===== config.mk =====
export PLATFORM = sky130hd
export DESIGN_NAME = adcsm_core
export DESIGN_NICKNAME = d
export VERILOG_FILES = /design/src/core/adcsm_pkg.sv /design/src/core/adcsm_monitor.sv /design/src/core/adcsm_core.sv
export SDC_FILE = /design/constraint.sdc
export NUM_CORES = 1
export LEC_CHECK = 0
export BUFFER_PORTS_ARGS = -buffer_cell sky130_fd_sc_hd__buf_2
export CORE_MARGIN = 5
export CORE_UTILIZATION = 26
export DETAILED_ROUTE_END_ITERATION = 8
export HOLD_SLACK_MARGIN = 0.05
export PLACE_DENSITY = 0.51
export SETUP_SLACK_MARGIN = 0.15
export SYNTH_ARGS = -nofsm -noshare
export SYNTH_HDL_FRONTEND = slang
export SYNTH_HIERARCHICAL = 1
export SYNTH_SLANG_ARGS = --single-unit

===== constraint.sdc =====
create_clock -name clk_sys -period 3 [get_ports clk_sys]
set_input_delay 0.3 -clock clk_sys [delete_from_list [all_inputs] [get_ports clk_sys]]
set_output_delay 0.3 -clock clk_sys [all_outputs]
set_load 0.05 [all_outputs]

===== src/core/adcsm_pkg.sv =====
package adcsm_pkg;
	localparam int RES_W = 10;
	localparam int NUM_RES = 12;
	localparam int MON_N = 2;
	localparam int CH_W = 4;
	localparam int REG_W = 32;
	localparam int OFF_W = 8;
	// Byte offsets
	localparam logic [7:0] OFF_MODE0 = 8'h00;
	localparam logic [7:0] OFF_MODE1 = 8'h04;
	localparam logic [7:0] OFF_MODE2 = 8'h08;
	localparam logic [7:0] OFF_MON_CTL [MON_N] = '{8'h0C, 8'h10};
	localparam logic [7:0] OFF_MON_THR [MON_N] = '{8'h14, 8'h18};
	localparam logic [7:0] OFF_PRI_RES = 8'h1C;
	localparam logic [7:0] OFF_RES0 = 8'h20;
	localparam logic [7:0] RES_SPAN = 8'h30;
	// mode_ctrl_zero
	localparam int M0_START = 0;
	localparam int M0_SCAN = 1;
	localparam int M0_REPEAT = 2;
	localparam int M0_ITM = 3;
	localparam int M0_DONE = 6;
	localparam int M0_BUSY = 7;
	// mode_ctrl_one
	localparam int M1_CH = 0;
	localparam int M1_SCN = 4;
	localparam int M1_REF = 6;
	localparam int M1_PWR = 7;
	// mode_ctrl_two
	localparam int M2_PCH = 0;
	localparam int M2_PSTART = 4;
	localparam int M2_PDONE = 5;
	localparam int M2_PBUSY = 6;
	// mode_ctrl_three / mode_ctrl_five
	localparam int MC_EN = 0;
	localparam int MC_SEL = 1;
	localparam int MC_DIR = 5;
	// Result and threshold layout
	localparam int RES_LSB = 6;
	localparam int RES_OVR = 1;
	localparam int RES_STO = 0;
	// Last index of a scan or of a repeat interrupt interval
	localparam logic [1:0] SEL_A = 2'h0;
	localparam logic [1:0] SEL_B = 2'h1;
	localparam logic [1:0] SEL_C = 2'h2;
	localparam logic [3:0] LAST_1 = 4'h0;
	localparam logic [3:0] LAST_4 = 4'h3;
	localparam logic [3:0] LAST_8 = 4'h7;
	localparam logic [3:0] LAST_12 = 4'hB;
	typedef enum logic [1:0] {ADCSM_IDLE, ADCSM_NORM, ADCSM_PRIO} adcsm_seq_t;
endpackage


===== src/core/adcsm_monitor.sv =====
`timescale 1ns/1ps
`default_nettype none
module adcsm_monitor (
	// Clock and reset
	input wire logic clk_sys,
	input wire logic reset,
	// Settings
	input wire logic enable,
	input wire logic [3:0] sourceSel,
	input wire logic direction,
	input wire logic [adcsm_pkg::RES_W-1:0] threshold,
	// Result store strobe
	input wire logic storeValid,
	input wire logic storePriority,
	input wire logic [adcsm_pkg::CH_W-1:0] storeIndex,
	input wire logic [adcsm_pkg::RES_W-1:0] storeData,
	// Request
	output logic monitorIrq
);
	import adcsm_pkg::*;

	typedef struct packed {
		logic irq;
	} adcsm_mon_state_t;

	adcsm_mon_state_t q;
	adcsm_mon_state_t next_q;
	logic srcMatch;
	logic crossed;

	// Upper selector bit picks the priority result
	assign srcMatch = sourceSel[3] ? storePriority
		: (!storePriority && storeIndex == {1'b0, sourceSel[2:0]});
	assign crossed = direction ? (storeData > threshold)
		: (storeData < threshold);

	always_comb begin
		next_q = q;
		next_q.irq = enable && storeValid && srcMatch && crossed;
	end

	always_ff @(posedge clk_sys) begin
		if (reset) begin
			q <= '0;
		end else begin
			q <= next_q;
		end
	end

	assign monitorIrq = q.irq;
endmodule
`default_nettype wire


===== src/core/adcsm_core.sv =====
// Added by the designer: the register offsets and the APB register port.
`timescale 1ns/1ps
`default_nettype none
module adcsm_core #(
	parameter int ADDR_W = 8
) (
	// Clock and reset
	input wire logic clk_sys,
	input wire logic reset,
	// APB slave
	input wire logic psel,
	input wire logic penable,
	input wire logic pwrite,
	input wire logic [ADDR_W-1:0] paddr,
	input wire logic [adcsm_pkg::REG_W-1:0] pwdata,
	output logic [adcsm_pkg::REG_W-1:0] prdata,
	output logic pready,
	output logic pslverr,
	// Analog core
	output logic convStart,
	output logic [adcsm_pkg::CH_W-1:0] convChannel,
	input wire logic convDone,
	input wire logic [adcsm_pkg::RES_W-1:0] convData,
	output logic referenceEnable,
	output logic analogPowerEnable,
	// Interrupt requests
	output logic normalDoneIrq,
	output logic priorityDoneIrq,
	output logic [adcsm_pkg::MON_N-1:0] monitorIrq
);
	import adcsm_pkg::*;

	if (ADDR_W < OFF_W) begin
		$error("ADDR_W must be at least 8");
	end

	typedef struct packed {
		adcsm_seq_t seq;
		logic normBusy;
		logic normDone;
		logic priBusy;
		logic priDone;
		logic scanMode;
		logic repeatMode;
		logic [1:0] itmSel;
		logic [CH_W-1:0] chSel;
		logic [1:0] scnSel;
		logic refEn;
		logic pwrEn;
		logic [CH_W-1:0] priCh;
		logic [MON_N-1:0] monEn;
		logic [MON_N-1:0] monDir;
		logic [MON_N-1:0][3:0] monSel;
		logic [MON_N-1:0][RES_W-1:0] monThr;
		logic [NUM_RES-1:0][RES_W-1:0] resData;
		logic [NUM_RES-1:0] resSto;
		logic [NUM_RES-1:0] resOvr;
		logic [RES_W-1:0] priData;
		logic priSto;
		logic priOvr;
		logic [CH_W-1:0] idx;
		logic [CH_W-1:0] rptCnt;
		logic convStart;
		logic [CH_W-1:0] convCh;
		logic normIrq;
		logic priIrq;
		logic apbReady;
		logic apbErr;
		logic [REG_W-1:0] apbRdata;
	} adcsm_state_t;

	adcsm_state_t q;
	adcsm_state_t next_q;

	logic [7:0] regOff;
	logic upperZero;
	logic resHit;
	logic [CH_W-1:0] resSel;
	logic mapped;
	logic hitMode0;
	logic hitMode1;
	logic hitMode2;
	logic hitPri;
	logic [MON_N-1:0] hitMonCtl;
	logic [MON_N-1:0] hitMonThr;
	logic [REG_W-1:0] rdMux;
	logic capture;
	logic finish;
	logic normStartReq;
	logic priStartReq;
	logic [CH_W-1:0] scanLast;
	logic [CH_W-1:0] itmLast;
	logic stValid;
	logic stPri;
	logic [CH_W-1:0] stIdx;
	logic endCycle;

	// Scan group starts at the input select and wraps past the last input
	function automatic logic [CH_W-1:0] wrapCh(
		input logic [CH_W-1:0] base,
		input logic [CH_W-1:0] off
	);
		logic [CH_W:0] s;
		s = {1'b0, base} + {1'b0, off};
		if (s >= (CH_W+1)'(NUM_RES)) begin
			s = s - (CH_W+1)'(NUM_RES);
		end
		return s[CH_W-1:0];
	endfunction

	assign regOff = {paddr[7:2], 2'b00};
	assign upperZero = (paddr >> OFF_W) == '0;
	assign resHit = regOff >= OFF_RES0 && regOff < OFF_RES0 + RES_SPAN;
	assign resSel = CH_W'((regOff - OFF_RES0) >> 2);
	// Read effects on the first access cycle, write effects on the last
	assign capture = psel && penable && !q.apbReady;
	assign finish = psel && penable && q.apbReady;
	assign normStartReq = finish && pwrite && hitMode0
		&& pwdata[M0_START];
	assign priStartReq = finish && pwrite && hitMode2
		&& pwdata[M2_PSTART];

	always_comb begin
		case (q.scnSel)
			SEL_A: scanLast = LAST_4;
			SEL_B: scanLast = LAST_8;
			default: scanLast = LAST_12;
		endcase
		case (q.itmSel)
			SEL_A: itmLast = LAST_1;
			SEL_B: itmLast = LAST_4;
			SEL_C: itmLast = LAST_8;
			default: itmLast = LAST_12;
		endcase
	end

	// Address decode and read data
	always_comb begin
		rdMux = '0;
		hitMode0 = 1'b0;
		hitMode1 = 1'b0;
		hitMode2 = 1'b0;
		hitPri = 1'b0;
		hitMonCtl = '0;
		hitMonThr = '0;
		if (upperZero) begin
			for (int m = 0; m < MON_N; m++) begin
				if (regOff == OFF_MON_CTL[m]) begin
					hitMonCtl[m] = 1'b1;
					rdMux[MC_EN] = q.monEn[m];
					rdMux[MC_SEL +: 4] = q.monSel[m];
					rdMux[MC_DIR] = q.monDir[m];
				end
				if (regOff == OFF_MON_THR[m]) begin
					hitMonThr[m] = 1'b1;
					rdMux[RES_LSB +: RES_W] = q.monThr[m];
				end
			end
			if (regOff == OFF_MODE0) begin
				hitMode0 = 1'b1;
				rdMux[M0_SCAN] = q.scanMode;
				rdMux[M0_REPEAT] = q.repeatMode;
				rdMux[M0_ITM +: 2] = q.itmSel;
				rdMux[M0_DONE] = q.normDone;
				rdMux[M0_BUSY] = q.normBusy;
			end else if (regOff == OFF_MODE1) begin
				hitMode1 = 1'b1;
				rdMux[M1_CH +: CH_W] = q.chSel;
				rdMux[M1_SCN +: 2] = q.scnSel;
				rdMux[M1_REF] = q.refEn;
				rdMux[M1_PWR] = q.pwrEn;
			end else if (regOff == OFF_MODE2) begin
				hitMode2 = 1'b1;
				rdMux[M2_PCH +: CH_W] = q.priCh;
				rdMux[M2_PDONE] = q.priDone;
				rdMux[M2_PBUSY] = q.priBusy;
			end else if (regOff == OFF_PRI_RES) begin
				hitPri = 1'b1;
				rdMux[RES_LSB +: RES_W] = q.priData;
				rdMux[RES_OVR] = q.priOvr;
				rdMux[RES_STO] = q.priSto;
			end else if (resHit) begin
				rdMux[RES_LSB +: RES_W] = q.resData[resSel];
				rdMux[RES_OVR] = q.resOvr[resSel];
				rdMux[RES_STO] = q.resSto[resSel];
			end
		end
		mapped = hitMode0 || hitMode1 || hitMode2 || hitPri
			|| (upperZero && resHit) || (|hitMonCtl) || (|hitMonThr);
	end

	always_comb begin
		next_q = q;
		next_q.convStart = 1'b0;
		next_q.normIrq = 1'b0;
		next_q.priIrq = 1'b0;
		stValid = 1'b0;
		stPri = 1'b0;
		stIdx = '0;
		endCycle = 1'b0;

		// Bus: clears first, so a store in the same cycle wins
		if (capture) begin
			next_q.apbReady = 1'b1;
			next_q.apbRdata = rdMux;
			next_q.apbErr = !mapped;
			if (!pwrite) begin
				if (hitMode0) begin
					next_q.normDone = 1'b0;
				end
				if (hitMode2) begin
					next_q.priDone = 1'b0;
				end
				if (hitPri) begin
					next_q.priSto = 1'b0;
					next_q.priOvr = 1'b0;
				end
				if (upperZero && resHit) begin
					next_q.resSto[resSel] = 1'b0;
					next_q.resOvr[resSel] = 1'b0;
				end
			end
		end else if (finish) begin
			next_q.apbReady = 1'b0;
			next_q.apbErr = 1'b0;
			if (pwrite) begin
				if (hitMode0) begin
					next_q.scanMode = pwdata[M0_SCAN];
					next_q.repeatMode = pwdata[M0_REPEAT];
					next_q.itmSel = pwdata[M0_ITM +: 2];
				end
				if (hitMode1) begin
					next_q.chSel = pwdata[M1_CH +: CH_W];
					next_q.scnSel = pwdata[M1_SCN +: 2];
					next_q.refEn = pwdata[M1_REF];
					next_q.pwrEn = pwdata[M1_PWR];
				end
				if (hitMode2) begin
					next_q.priCh = pwdata[M2_PCH +: CH_W];
				end
				for (int m = 0; m < MON_N; m++) begin
					if (hitMonCtl[m]) begin
						next_q.monEn[m] = pwdata[MC_EN];
						next_q.monSel[m] = pwdata[MC_SEL +: 4];
						next_q.monDir[m] = pwdata[MC_DIR];
					end
					if (hitMonThr[m]) begin
						next_q.monThr[m] = pwdata[RES_LSB +: RES_W];
					end
				end
			end
		end

		// Conversion completion
		case (q.seq)
			ADCSM_IDLE: begin
				next_q.seq = ADCSM_IDLE;
			end
			ADCSM_NORM: begin
				if (convDone) begin
					stValid = 1'b1;
					if (q.scanMode) begin
						stIdx = q.idx;
						endCycle = q.idx >= scanLast;
						next_q.idx = endCycle ? '0 : q.idx + 4'h1;
					end else if (q.repeatMode) begin
						stIdx = q.rptCnt;
						endCycle = q.rptCnt >= itmLast;
						next_q.rptCnt = endCycle ? '0 : q.rptCnt + 4'h1;
					end else begin
						stIdx = q.chSel;
						endCycle = 1'b1;
					end
					if (endCycle) begin
						next_q.normDone = 1'b1;
						next_q.normIrq = 1'b1;
					end
					// Clearing repeat stops after the running conversion, or at the end of the running scan in scan mode
					if (endCycle && !q.repeatMode) begin
						next_q.normBusy = 1'b0;
						next_q.seq = ADCSM_IDLE;
					end else begin
						next_q.convStart = 1'b1;
						next_q.convCh = q.scanMode
							? wrapCh(q.chSel, next_q.idx) : q.chSel;
					end
				end
			end
			ADCSM_PRIO: begin
				if (convDone) begin
					stValid = 1'b1;
					stPri = 1'b1;
					next_q.priBusy = 1'b0;
					next_q.priDone = 1'b1;
					next_q.priIrq = 1'b1;
					if (q.normBusy) begin
						next_q.seq = ADCSM_NORM;
						next_q.convStart = 1'b1;
						next_q.convCh = q.scanMode
							? wrapCh(q.chSel, q.idx) : q.chSel;
					end else begin
						next_q.seq = ADCSM_IDLE;
					end
				end
			end
			default: begin
				next_q.seq = ADCSM_IDLE;
			end
		endcase

		// Result store; overrun only if the old value went unread
		if (stValid) begin
			if (stPri) begin
				next_q.priOvr = next_q.priOvr | next_q.priSto;
				next_q.priSto = 1'b1;
				next_q.priData = convData;
			end else if (stIdx < CH_W'(NUM_RES)) begin
				next_q.resOvr[stIdx] = next_q.resOvr[stIdx]
					| next_q.resSto[stIdx];
				next_q.resSto[stIdx] = 1'b1;
				next_q.resData[stIdx] = convData;
			end
		end

		// Starts; a priority start abandons a running normal conversion, other starts on a busy core are ignored
		if (normStartReq && q.seq == ADCSM_IDLE && !q.priBusy) begin
			next_q.normBusy = 1'b1;
			next_q.idx = '0;
			next_q.rptCnt = '0;
			next_q.seq = ADCSM_NORM;
			next_q.convStart = 1'b1;
			next_q.convCh = next_q.chSel;
		end
		if (priStartReq && !q.priBusy) begin
			next_q.priBusy = 1'b1;
			next_q.seq = ADCSM_PRIO;
			next_q.convStart = 1'b1;
			next_q.convCh = next_q.priCh;
		end
	end

	always_ff @(posedge clk_sys) begin
		if (reset) begin
			q <= '0;
		end else begin
			q <= next_q;
		end
	end

	for (genvar g = 0; g < MON_N; g++) begin : g_mon
		adcsm_monitor u_mon (
			.clk_sys(clk_sys),
			.reset(reset),
			.enable(q.monEn[g]),
			.sourceSel(q.monSel[g]),
			.direction(q.monDir[g]),
			.threshold(q.monThr[g]),
			.storeValid(stValid),
			.storePriority(stPri),
			.storeIndex(stIdx),
			.storeData(convData),
			.monitorIrq(monitorIrq[g])
		);
	end

	assign prdata = q.apbRdata;
	assign pready = q.apbReady;
	assign pslverr = q.apbErr;
	assign convStart = q.convStart;
	assign convChannel = q.convCh;
	assign referenceEnable = q.refEn;
	assign analogPowerEnable = q.pwrEn;
	assign normalDoneIrq = q.normIrq;
	assign priorityDoneIrq = q.priIrq;
endmodule
`default_nettype wire


==> results, run 1 <==
- The flow ran to the end, but the final reports show violations.
- The final reports fail on setup timing.
- Detailed routing inserted a total of 11300 vias.
- The core outline area is between 40000 and 50000 sq um.
- In the layout the commonest cells are 241 x dfxtp_1, 237 x nand2_1, 161 x a21oi_1.
- Sequential cells were found to cover 37.6% of the synthesized design area.
- The worst path in the final design needs a cycle of 3240 ps, including I/O delays and setup.
- The total of fill cells in the finished design is ~5300.
- The number of sinks handled by clock tree synthesis is 245.
- The number of synthesized flops with an enable pin is 0.
- In this run the vertical extent of the chip is 234 microns.
- The antenna violation net count after detailed routing is 0.
- The library cell used most frequently in the layout, excluding fill and tap cells, is dfxtp_1.
- The initial antenna violation count is 2.
- Power spread over the standard cell area amounts to 463 nW/um^2.
- The global-route wire length before repair is 63.8 mm.
- Setup repair after global routing could not meet its margin everywhere.
- The clock tree from TritonCTS is yes.
- Of all flip-flops after synthesis, the portion carrying an async set or reset was 0%.
- The count of placed standard cells including taps is between 2000 and 2500.
- For the pin with the worst max-slew slack, the measured transition is 1150 ps.
- For this configuration, the core starts out at a cell density of 26.2%.
- The analysis attributes to cell leakage a power of 5.78 nW.
- The count of pins over their slew limit was 0.
- Among all flip-flop cells after synthesis, the most frequent one is dfxtp_1.
- The number of buffers on the longest clock path is 3.
- The number of diodes is 0.
- Yosys mapped the design onto 89 distinct sky130hd cell types.
- Derived from the worst setup path, the maximum achievable clock frequency is 309 MHz.
- The CTS H-tree depth is 1.
- The max-capacitance violation count is 0.
- In the final routed layout, each cell accounts on average for approximately 19 microns.
- The average footprint of a synthesized cell is 8.79 sq um.
- The worst pin sits at a relative slew slack of 23.0%.
- The total length of routed wires is 42.1 mm.
- Counting flops and latches in the post-synthesis netlist gives 245.
- The multi-input combinational cell area is 7330 sq um.
- The final critical-path share of the clock period is 108%.
- After synthesis the cells add up to 13100 sq um.
- Clock tree synthesis selected as its root buffer the cell clkbuf_16.
- The Yosys warning count is 6.
- Clock latency on the worst-skew pair, taken at its later pin, is 590 ps.
- The count of nets after finishing is approximately 1700.
- From synthesis to final layout, the design area changed by 17.7%.
- STA classifies the critical path startpoint as a flop.
- At the worst endpoint, the required time is 3460 ps.
- The total half-perimeter wirelength after legalization and detailed placement is 29.6 mm.
- The worst slack at placement is -312 ps.
- The number of detailed-route iterations in the first pass is 8.
- The critical path is of the flop to flop type.
- The number of top-level pins is 101.
- Clock tree synthesis inserted a total of 28 buffers.
- For this run, design rule violations remaining after detail routing come to 0.
- The signal on the critical path passes through inv_2 -> nand2_2 -> ha_4 -> a21o_1 -> a21oi_2 -> and2_4 -> mux2_4 -> ha_4 -> buf_4 -> a21o_1 -> a21oi_2 -> xnor2_1 -> ha_2 -> a31oi_4 -> and2_1 -> nand4b_1 -> o211ai_1 -> a2bb2oi_1 -> o41ai_1.
- In the routed layout, each cell is associated on average with a via count of approximately 5.
- The clock tree skew after final layout is 28.7 ps.
- The total global routing overflow is 0.
- At the end of routability-driven placement, the weighted congestion stood at between 0.8 and 0.9.
- The port buffer count is between 60 and 70.
- The final-report hold violation count is 0.
- After clock tree synthesis, the clock-pin slew on the worst setup and hold paths is ~60 ps.
- The total die area is 54800 sq um.
- Global routing used 14.7% of the available tracks across all layers.
- The worst-path cell with the longest stage delay is dfxtp_2.
- After routing the design area is 15400 sq um.
- The horizontal die dimension is between 200 and 250 microns.
- For this run, the slowest stage of the critical path takes 320 ps.
- Once routing completed, OpenROAD measured the worst setup slack at -241 ps.
- The worst min-delay path category is primary input to flop.
- Of all nets on the critical path, the largest fanout is 4.
- The via count of the first global-routing pass is 10900.
- The detailed router finished its first iteration with 952 violations.
- Of the cells placed in the final design, the portion with a size suffix greater than 1 is 20.6%.
- In the synthesized netlist, the number of instances is 1485.
- The largest net degree at the start of global routing is 110.
- The number of placement rows is 82.
- The combined flip-flop and latch cell area is 4910 sq um.
- The instance area at placement is 14200 sq um.
- IR analysis of the VDD net gives a maximum drop of roughly 0.00043 V.
- The endpoint type of the worst setup path is a flop.
- Setup violations remaining at the end of the flow were counted as 2.
- Data arrives at the worst endpoint at 3700 ps.
- The count of non-filler cells in the finished layout is 2257.
[flip-flops by register name, summed over array words and instances, names as in the netlist]
register / flops
priorityDoneIrq: 1
pready: 1
g_mon.u_mon/monitorIrq: 2
convStart: 1
referenceEnable: 1
pslverr: 1
normalDoneIrq: 1
q: 216
convChannel: 4
prdata: 16
analogPowerEnable: 1
[Yosys cell counts (9+ instances only)]
cell / count / area share [%]
a211oi_1: 14 / 0.81
a21oi_1: 164 / 6.3
a222oi_1: 9 / 0.69
a22o_1: 9 / 0.60
a22oi_1: 10 / 0.58
buf_2: 21 / 0.81
buf_4: 37 / 2.1
clkbuf_1: 58 / 1.7
clkbuf_8: 12 / 1.3
dfxtp_1: 245 / 38
ha_1: 41 / 3.9
inv_1: 49 / 1.4
mux2_2: 13 / 1.1
mux2i_1: 96 / 7.4
mux4_2: 36 / 6.2
nand2_1: 239 / 6.9
nand2b_1: 11 / 0.53
nand3_1: 12 / 0.46
nor2_1: 153 / 4.4
nor3_1: 16 / 0.61
o21ai_0: 60 / 2.3
[logic make-up (layout without fill, tap and decap cells)]
logic type / Yosys count / after routing / share of synthesized area, %
buf+inv: 186 / 271 / 7.70
flops: 245 / 245 / 37.6
other cells: 1 / 16 / 0.0287
xor+xnor: 13 / 13 / 1.10
fa+ha+maj: 43 / 43 / 4.24
simple gates: 496 / 496 / 17.2
mux: 149 / 149 / 15.3
compound gates: 352 / 352 / 16.9
[final timing paths]
kind / startpoint / end / slack (ps) / cells after the start
min reg2reg: q[204] / q[204] / 450 / 2
min: pwdata[1] / q[246] / 90 / 3
max: q[244] / convChannel[2] / -240 / 19
max reg2reg: q[244] / convChannel[2] / -240 / 19
[through the flow]
step	hold slack [ps]	setup TNS (ps)	total power, W	util (%)
after floorplan	429	-11.1	0.00363	-
after global routing	74.4	-833	0.00737	30.8
after global placement	434	-218	0.00377	28.4
after CTS	67.6	-449	0.00721	30.7
after detailed placement	441	-422	0.00377	28.4
final	88.2	-371	0.00711	30.8
[critical path: cells and delay by family (launching register included)]
kind	cells	cell delay, ps
compound gates	8	1170
xor+xnor	1	100
fa+ha+maj	3	620
buf+inv	2	180
flops	1	320
mux	1	280
simple gates	4	470
[report_power, final]
group	total, W	leakage, nW	switching, W	internal, W
Sequential	0.00326	1.97	0.00000307	0.00326
Clock	0.00339	0.454	0.00142	0.00197
Combinational	0.000457	3.35	0.000337	0.000120
[cell type report]
type	instances	share of cell area, %
Multi-Input combinational cell	1069	47.7
Sequential cell	245	32.0
Timing Repair Buffer	169	7.58
Clock buffer	46	5.65
Tap cell	672	5.47
Inverter	50	1.25
Clock inverter	6	0.375
[layer usage]
| layer | wire [microns] | GRT usage [%] | vias up |
|---|---|---|---|
| li1 | - | - | 5348 |
| met4 | 1180 | 4.50 | 4 |
| met5 | 27 | 0 | - |
| met3 | 2710 | 2.64 | 88 |
| met1 | 18800 | 20.6 | 5442 |
| met2 | 19300 | 23.3 | 370 |
[what timing repair did]
item | in CTS | in global routing
setup endpoints to repair | 4 | 15
pin swaps | 4 | 3
resized for setup | 8 | 9
hold buffers | 13 | 0
buffers inserted | 5 | 2
hold endpoints to repair | 27 | 0
Note: power is estimated with default switching activity, not from simulation.
==> run 2, diff against run 1 <==
--- a/config.mk
+++ b/config.mk
@@ -14,5 +14,4 @@
 export SETUP_SLACK_MARGIN = 0.15
 export SYNTH_ARGS = -nofsm -noshare
 export SYNTH_HDL_FRONTEND = slang
-export SYNTH_HIERARCHICAL = 1
 export SYNTH_SLANG_ARGS = --single-unit
==> results, run 2 <==
- The first global-routing pass estimated 62.2 mm of wire.
- STA puts the critical path data required time at 3450 ps.
- In the synthesized netlist, the cells that appear most often are 245 x dfxtp_1, 213 x nor2_1, 177 x mux2i_1, 111 x nand2_1, 90 x a21oi_1.
- The core outline area is 49000 sq um.
- The post-synthesis sequential element count is approximately 250.
- The final-report hold violation count is 0.
- The minimum hold slack is 114 ps.
- Sequential cells were found to cover 38.1% of the synthesized design area.
- The clock drives 245 sinks.
- Timing would allow up to just over 300 MHz.
- The number of top-level pins is 101.
- The critical path class is flop to flop.
- Clock skew on the completed layout was measured at 16.1 ps.
- The first routing iteration left 712 violations.
- The number of placement rows is between 80 and 90.
- The largest net degree at the start of global routing is about 60.
- Compared with the post-synthesis result, the final layout area differs by 18.7%.
- Using the TritonRoute via totals, the vias-per-cell ratio works out to 4.91.
- The register with the most flip-flops in the layout has 216 of them.
- After the last flow step, the layout net total stands at between 1500 and 2000.
- The congestion estimate from routability-driven global placement came to 0.840.
- The max-capacitance violation count is 0.
- Input and output buffers added on the ports amount to 66.
- The largest fanout of any net on the critical path is 3.
- The clock period minus final worst setup slack is 3300 ps.
- The CTS H-tree depth is 1.
- In this run, distinct cell masters in the synthesized netlist total 83.
- 0 antenna diodes ended up in the layout.
- In the layout the commonest cells are 243 x dfxtp_1, 213 x nor2_1, 176 x mux2i_1.
- The cell leakage power is 6.05 nW.
- The register with the most flip-flops in the final layout is q.
- The checks that failed: setup timing.
- Of the post-synthesis cell area, the dominant cell type holds between 30% and 40%.
- In this run, synthesis inferred 0 flip-flops with an integrated enable.
- The largest incremental delay on the critical path is ~380 ps.
- The filler cells instantiated in the layout total 5123.
- The clock reaches the later pin of the worst-skew pair after 570 ps.
- For this design the ratio of total power to cell area is 487 nW/um^2.
- The post-synthesis instance area is 12900 sq um.
- The count of pins over their slew limit is 0.
- Summed over all layers, the routed wires come to between 40 and 50 mm.
- Of the cells placed in the final design, the portion with a size suffix greater than 1 is 19.8%.
- Dividing the synthesized area by the synthesized cell count gives 9.25 sq um.
- The largest total area in the synthesized netlist belongs to dfxtp_1.
- The die is 232 microns wide.
- The clock tree from TritonCTS is yes.
- For this configuration, the core starts out at a cell density of 26.3%.
- Setup violations remaining at the end of the flow were counted as 2.
- The aggregate global-route resource usage is 14.5%.
- Of all flip-flops after synthesis, the portion carrying an async set or reset was 0%.
- The worst-path cell with the longest stage delay is fa_2.
- After detailed routing, the number of remaining DRC violations is 0.
- The Yosys warning count is 0.
- The initial antenna violation count was 0.
- For flop-to-flop paths, the worst setup slack is -300 ps.
- The die covers 54000 sq um.
- The TritonCTS buffer count is 28.
- dfxtp_1 is the most common cell in the netlist.
- Yosys attributes the largest share of cell area to dfxtp_1 38%, mux2i_1 14%, mux4_2 6.3%.
- At the pin with the least slew margin, the transition time is 760 ps.
- The die is 232 microns tall.
- The worst min-delay path category is primary input to flop.
- The via count of the first global-routing pass is 10300.
- The final setup slack of the worst path is -301 ps.
- IR analysis of the VDD net gives a maximum drop of approximately 0.0004 V.
- In the finished design, the share of the clock period the worst path needs comes to 110%.
- The library cell used most frequently in the layout, excluding fill and tap cells, is dfxtp_1.
- Once detail routing completed, the nets flagged for antenna violations numbered 0.
- The fraction of the core area covered by cells at the end of the flow is 31.2%.
- Measured against its own limit, the worst slew margin works out to between 40 and 50%.
- Counting every instance in the synthesized netlist gives 1391.
- The clock passes through at most 3 buffers.
- The signal on the critical path passes through inv_2 -> nand2_2 -> ha_4 -> a21o_1 -> a211o_1 -> mux2i_2 -> ha_2 -> inv_2 -> fa_2 -> xnor2_2 -> ha_2 -> a31oi_1 -> nand2_1 -> or2_4 -> a31oi_4 -> a21oi_2 -> o31a_1.
- The worst setup path is captured at a flop.
- The wire-length estimate of the detail-placed layout is slightly below 30 mm.
- The leading register cell type out of synthesis is dfxtp_1.
- Setup repair after global routing could not meet its margin everywhere.
- The flow ran to the end, but the final reports show violations.
- For this run, the detailed router's first-pass iteration total came to 5.
- The data arrival time of the critical path is between 3000 and 4000 ps.
- The total number of vias is between 10000 and 15000.
- The setup total negative slack is -566 ps.
- After clock tree synthesis, the clock-pin slew on the worst setup and hold paths is 70 ps.
- Dividing the detail-routed wire length by the instance count gives 18.9 microns.
- The worst slack at placement is -409 ps.
- The startpoint class of the critical path is a flop.
- The total global routing overflow is 0.
- In this run the clock root is driven by a clkbuf_16.
run 2: cell count changes after synthesis, sizes merged, moves of 7 or more:
cell	change
buf	+22
a221oi	+8
o21a	+7
mux2i	+80
nand3	+15
a22oi	-8
nand2	-129
inv	-8
a21oi	-75
xnor2	-7
mux2	-10
clkbuf	-30
nor2	+63
run 2: report_power, final:
part	internal, W	switching [W]
clock network	0.00228	0.00143
logic	0.000123	0.000339
registers	0.00326	0.00000563
total	0.00566	0.00177
run 2: layout make-up:
class / count / area (sq um) / area share, %
multi-input cells: 992 / 7210 / 47.2
well taps: 664 / 831 / 5.44
clock buffers: 42 / 843 / 5.52
inverters: 41 / 154 / 1.01
clock inverters: 9 / 160 / 1.05
flip-flops and latches: 245 / 4910 / 32.1
repair buffers: 164 / 1160 / 7.63
run 2: path summary, 6_finish.rpt:
| path | from | end | depth (start not counted) |
|---|---|---|---|
| setup / recovery | q[244] | convChannel[2] | 17 |
| hold reg to reg | prdata[8] | prdata[8] | 2 |
| hold / removal | pwdata[2] | q[251] | 3 |
| setup reg to reg | q[244] | convChannel[2] | 17 |
run 2: layer usage:
layer,global-route usage [%],share of wire [%]
met1,19.9,46
met2,23.8,46
met3,2.33,5.1
met4,4.17,2.7
met5,0,0
run 2: timing repair:
item	in CTS	in global routing
hold buffers	11	0
hold endpoints to repair	23	0
resized for setup	7	8
pin swaps	12	4
endpoints found under the setup margin	3	4
setup buffers	3	0
run 2: through the flow:
step	area, sq um	power, W	std cells
2_1_floorplan	12900	0.00364	1406
3_3_place_gp	14100	0.00378	2092
3_5_place_dp	14100	0.00378	2092
4_1_cts	15200	0.00750	2157
5_1_grt	15300	0.00766	2157
6_report	15300	0.00744	2157
run 2: critical path: cells and delay by family, from the launching register on:
kind / cells / cell delay, ps
AO/OA/AOI/OAI: 6 / 1040
XOR/XNOR: 1 / 150
adder cells (fa/ha/maj): 4 / 970
buffers and inverters: 2 / 90
flip-flops: 1 / 320
multiplexers: 1 / 190
AND/OR/NAND/NOR: 3 / 410
run 2: cells by family after synthesis:
| group | share of synthesized area (%) |
|---|---|
| AND/OR/NAND/NOR | 16.1 |
| AO/OA/AOI/OAI | 13.2 |
| flip-flops | 38.1 |
| multiplexers | 20.7 |
| buffers and inverters | 6.99 |
| adder cells (fa/ha/maj) | 4.30 |
| XOR/XNOR | 0.545 |
| other | 0.0292 |
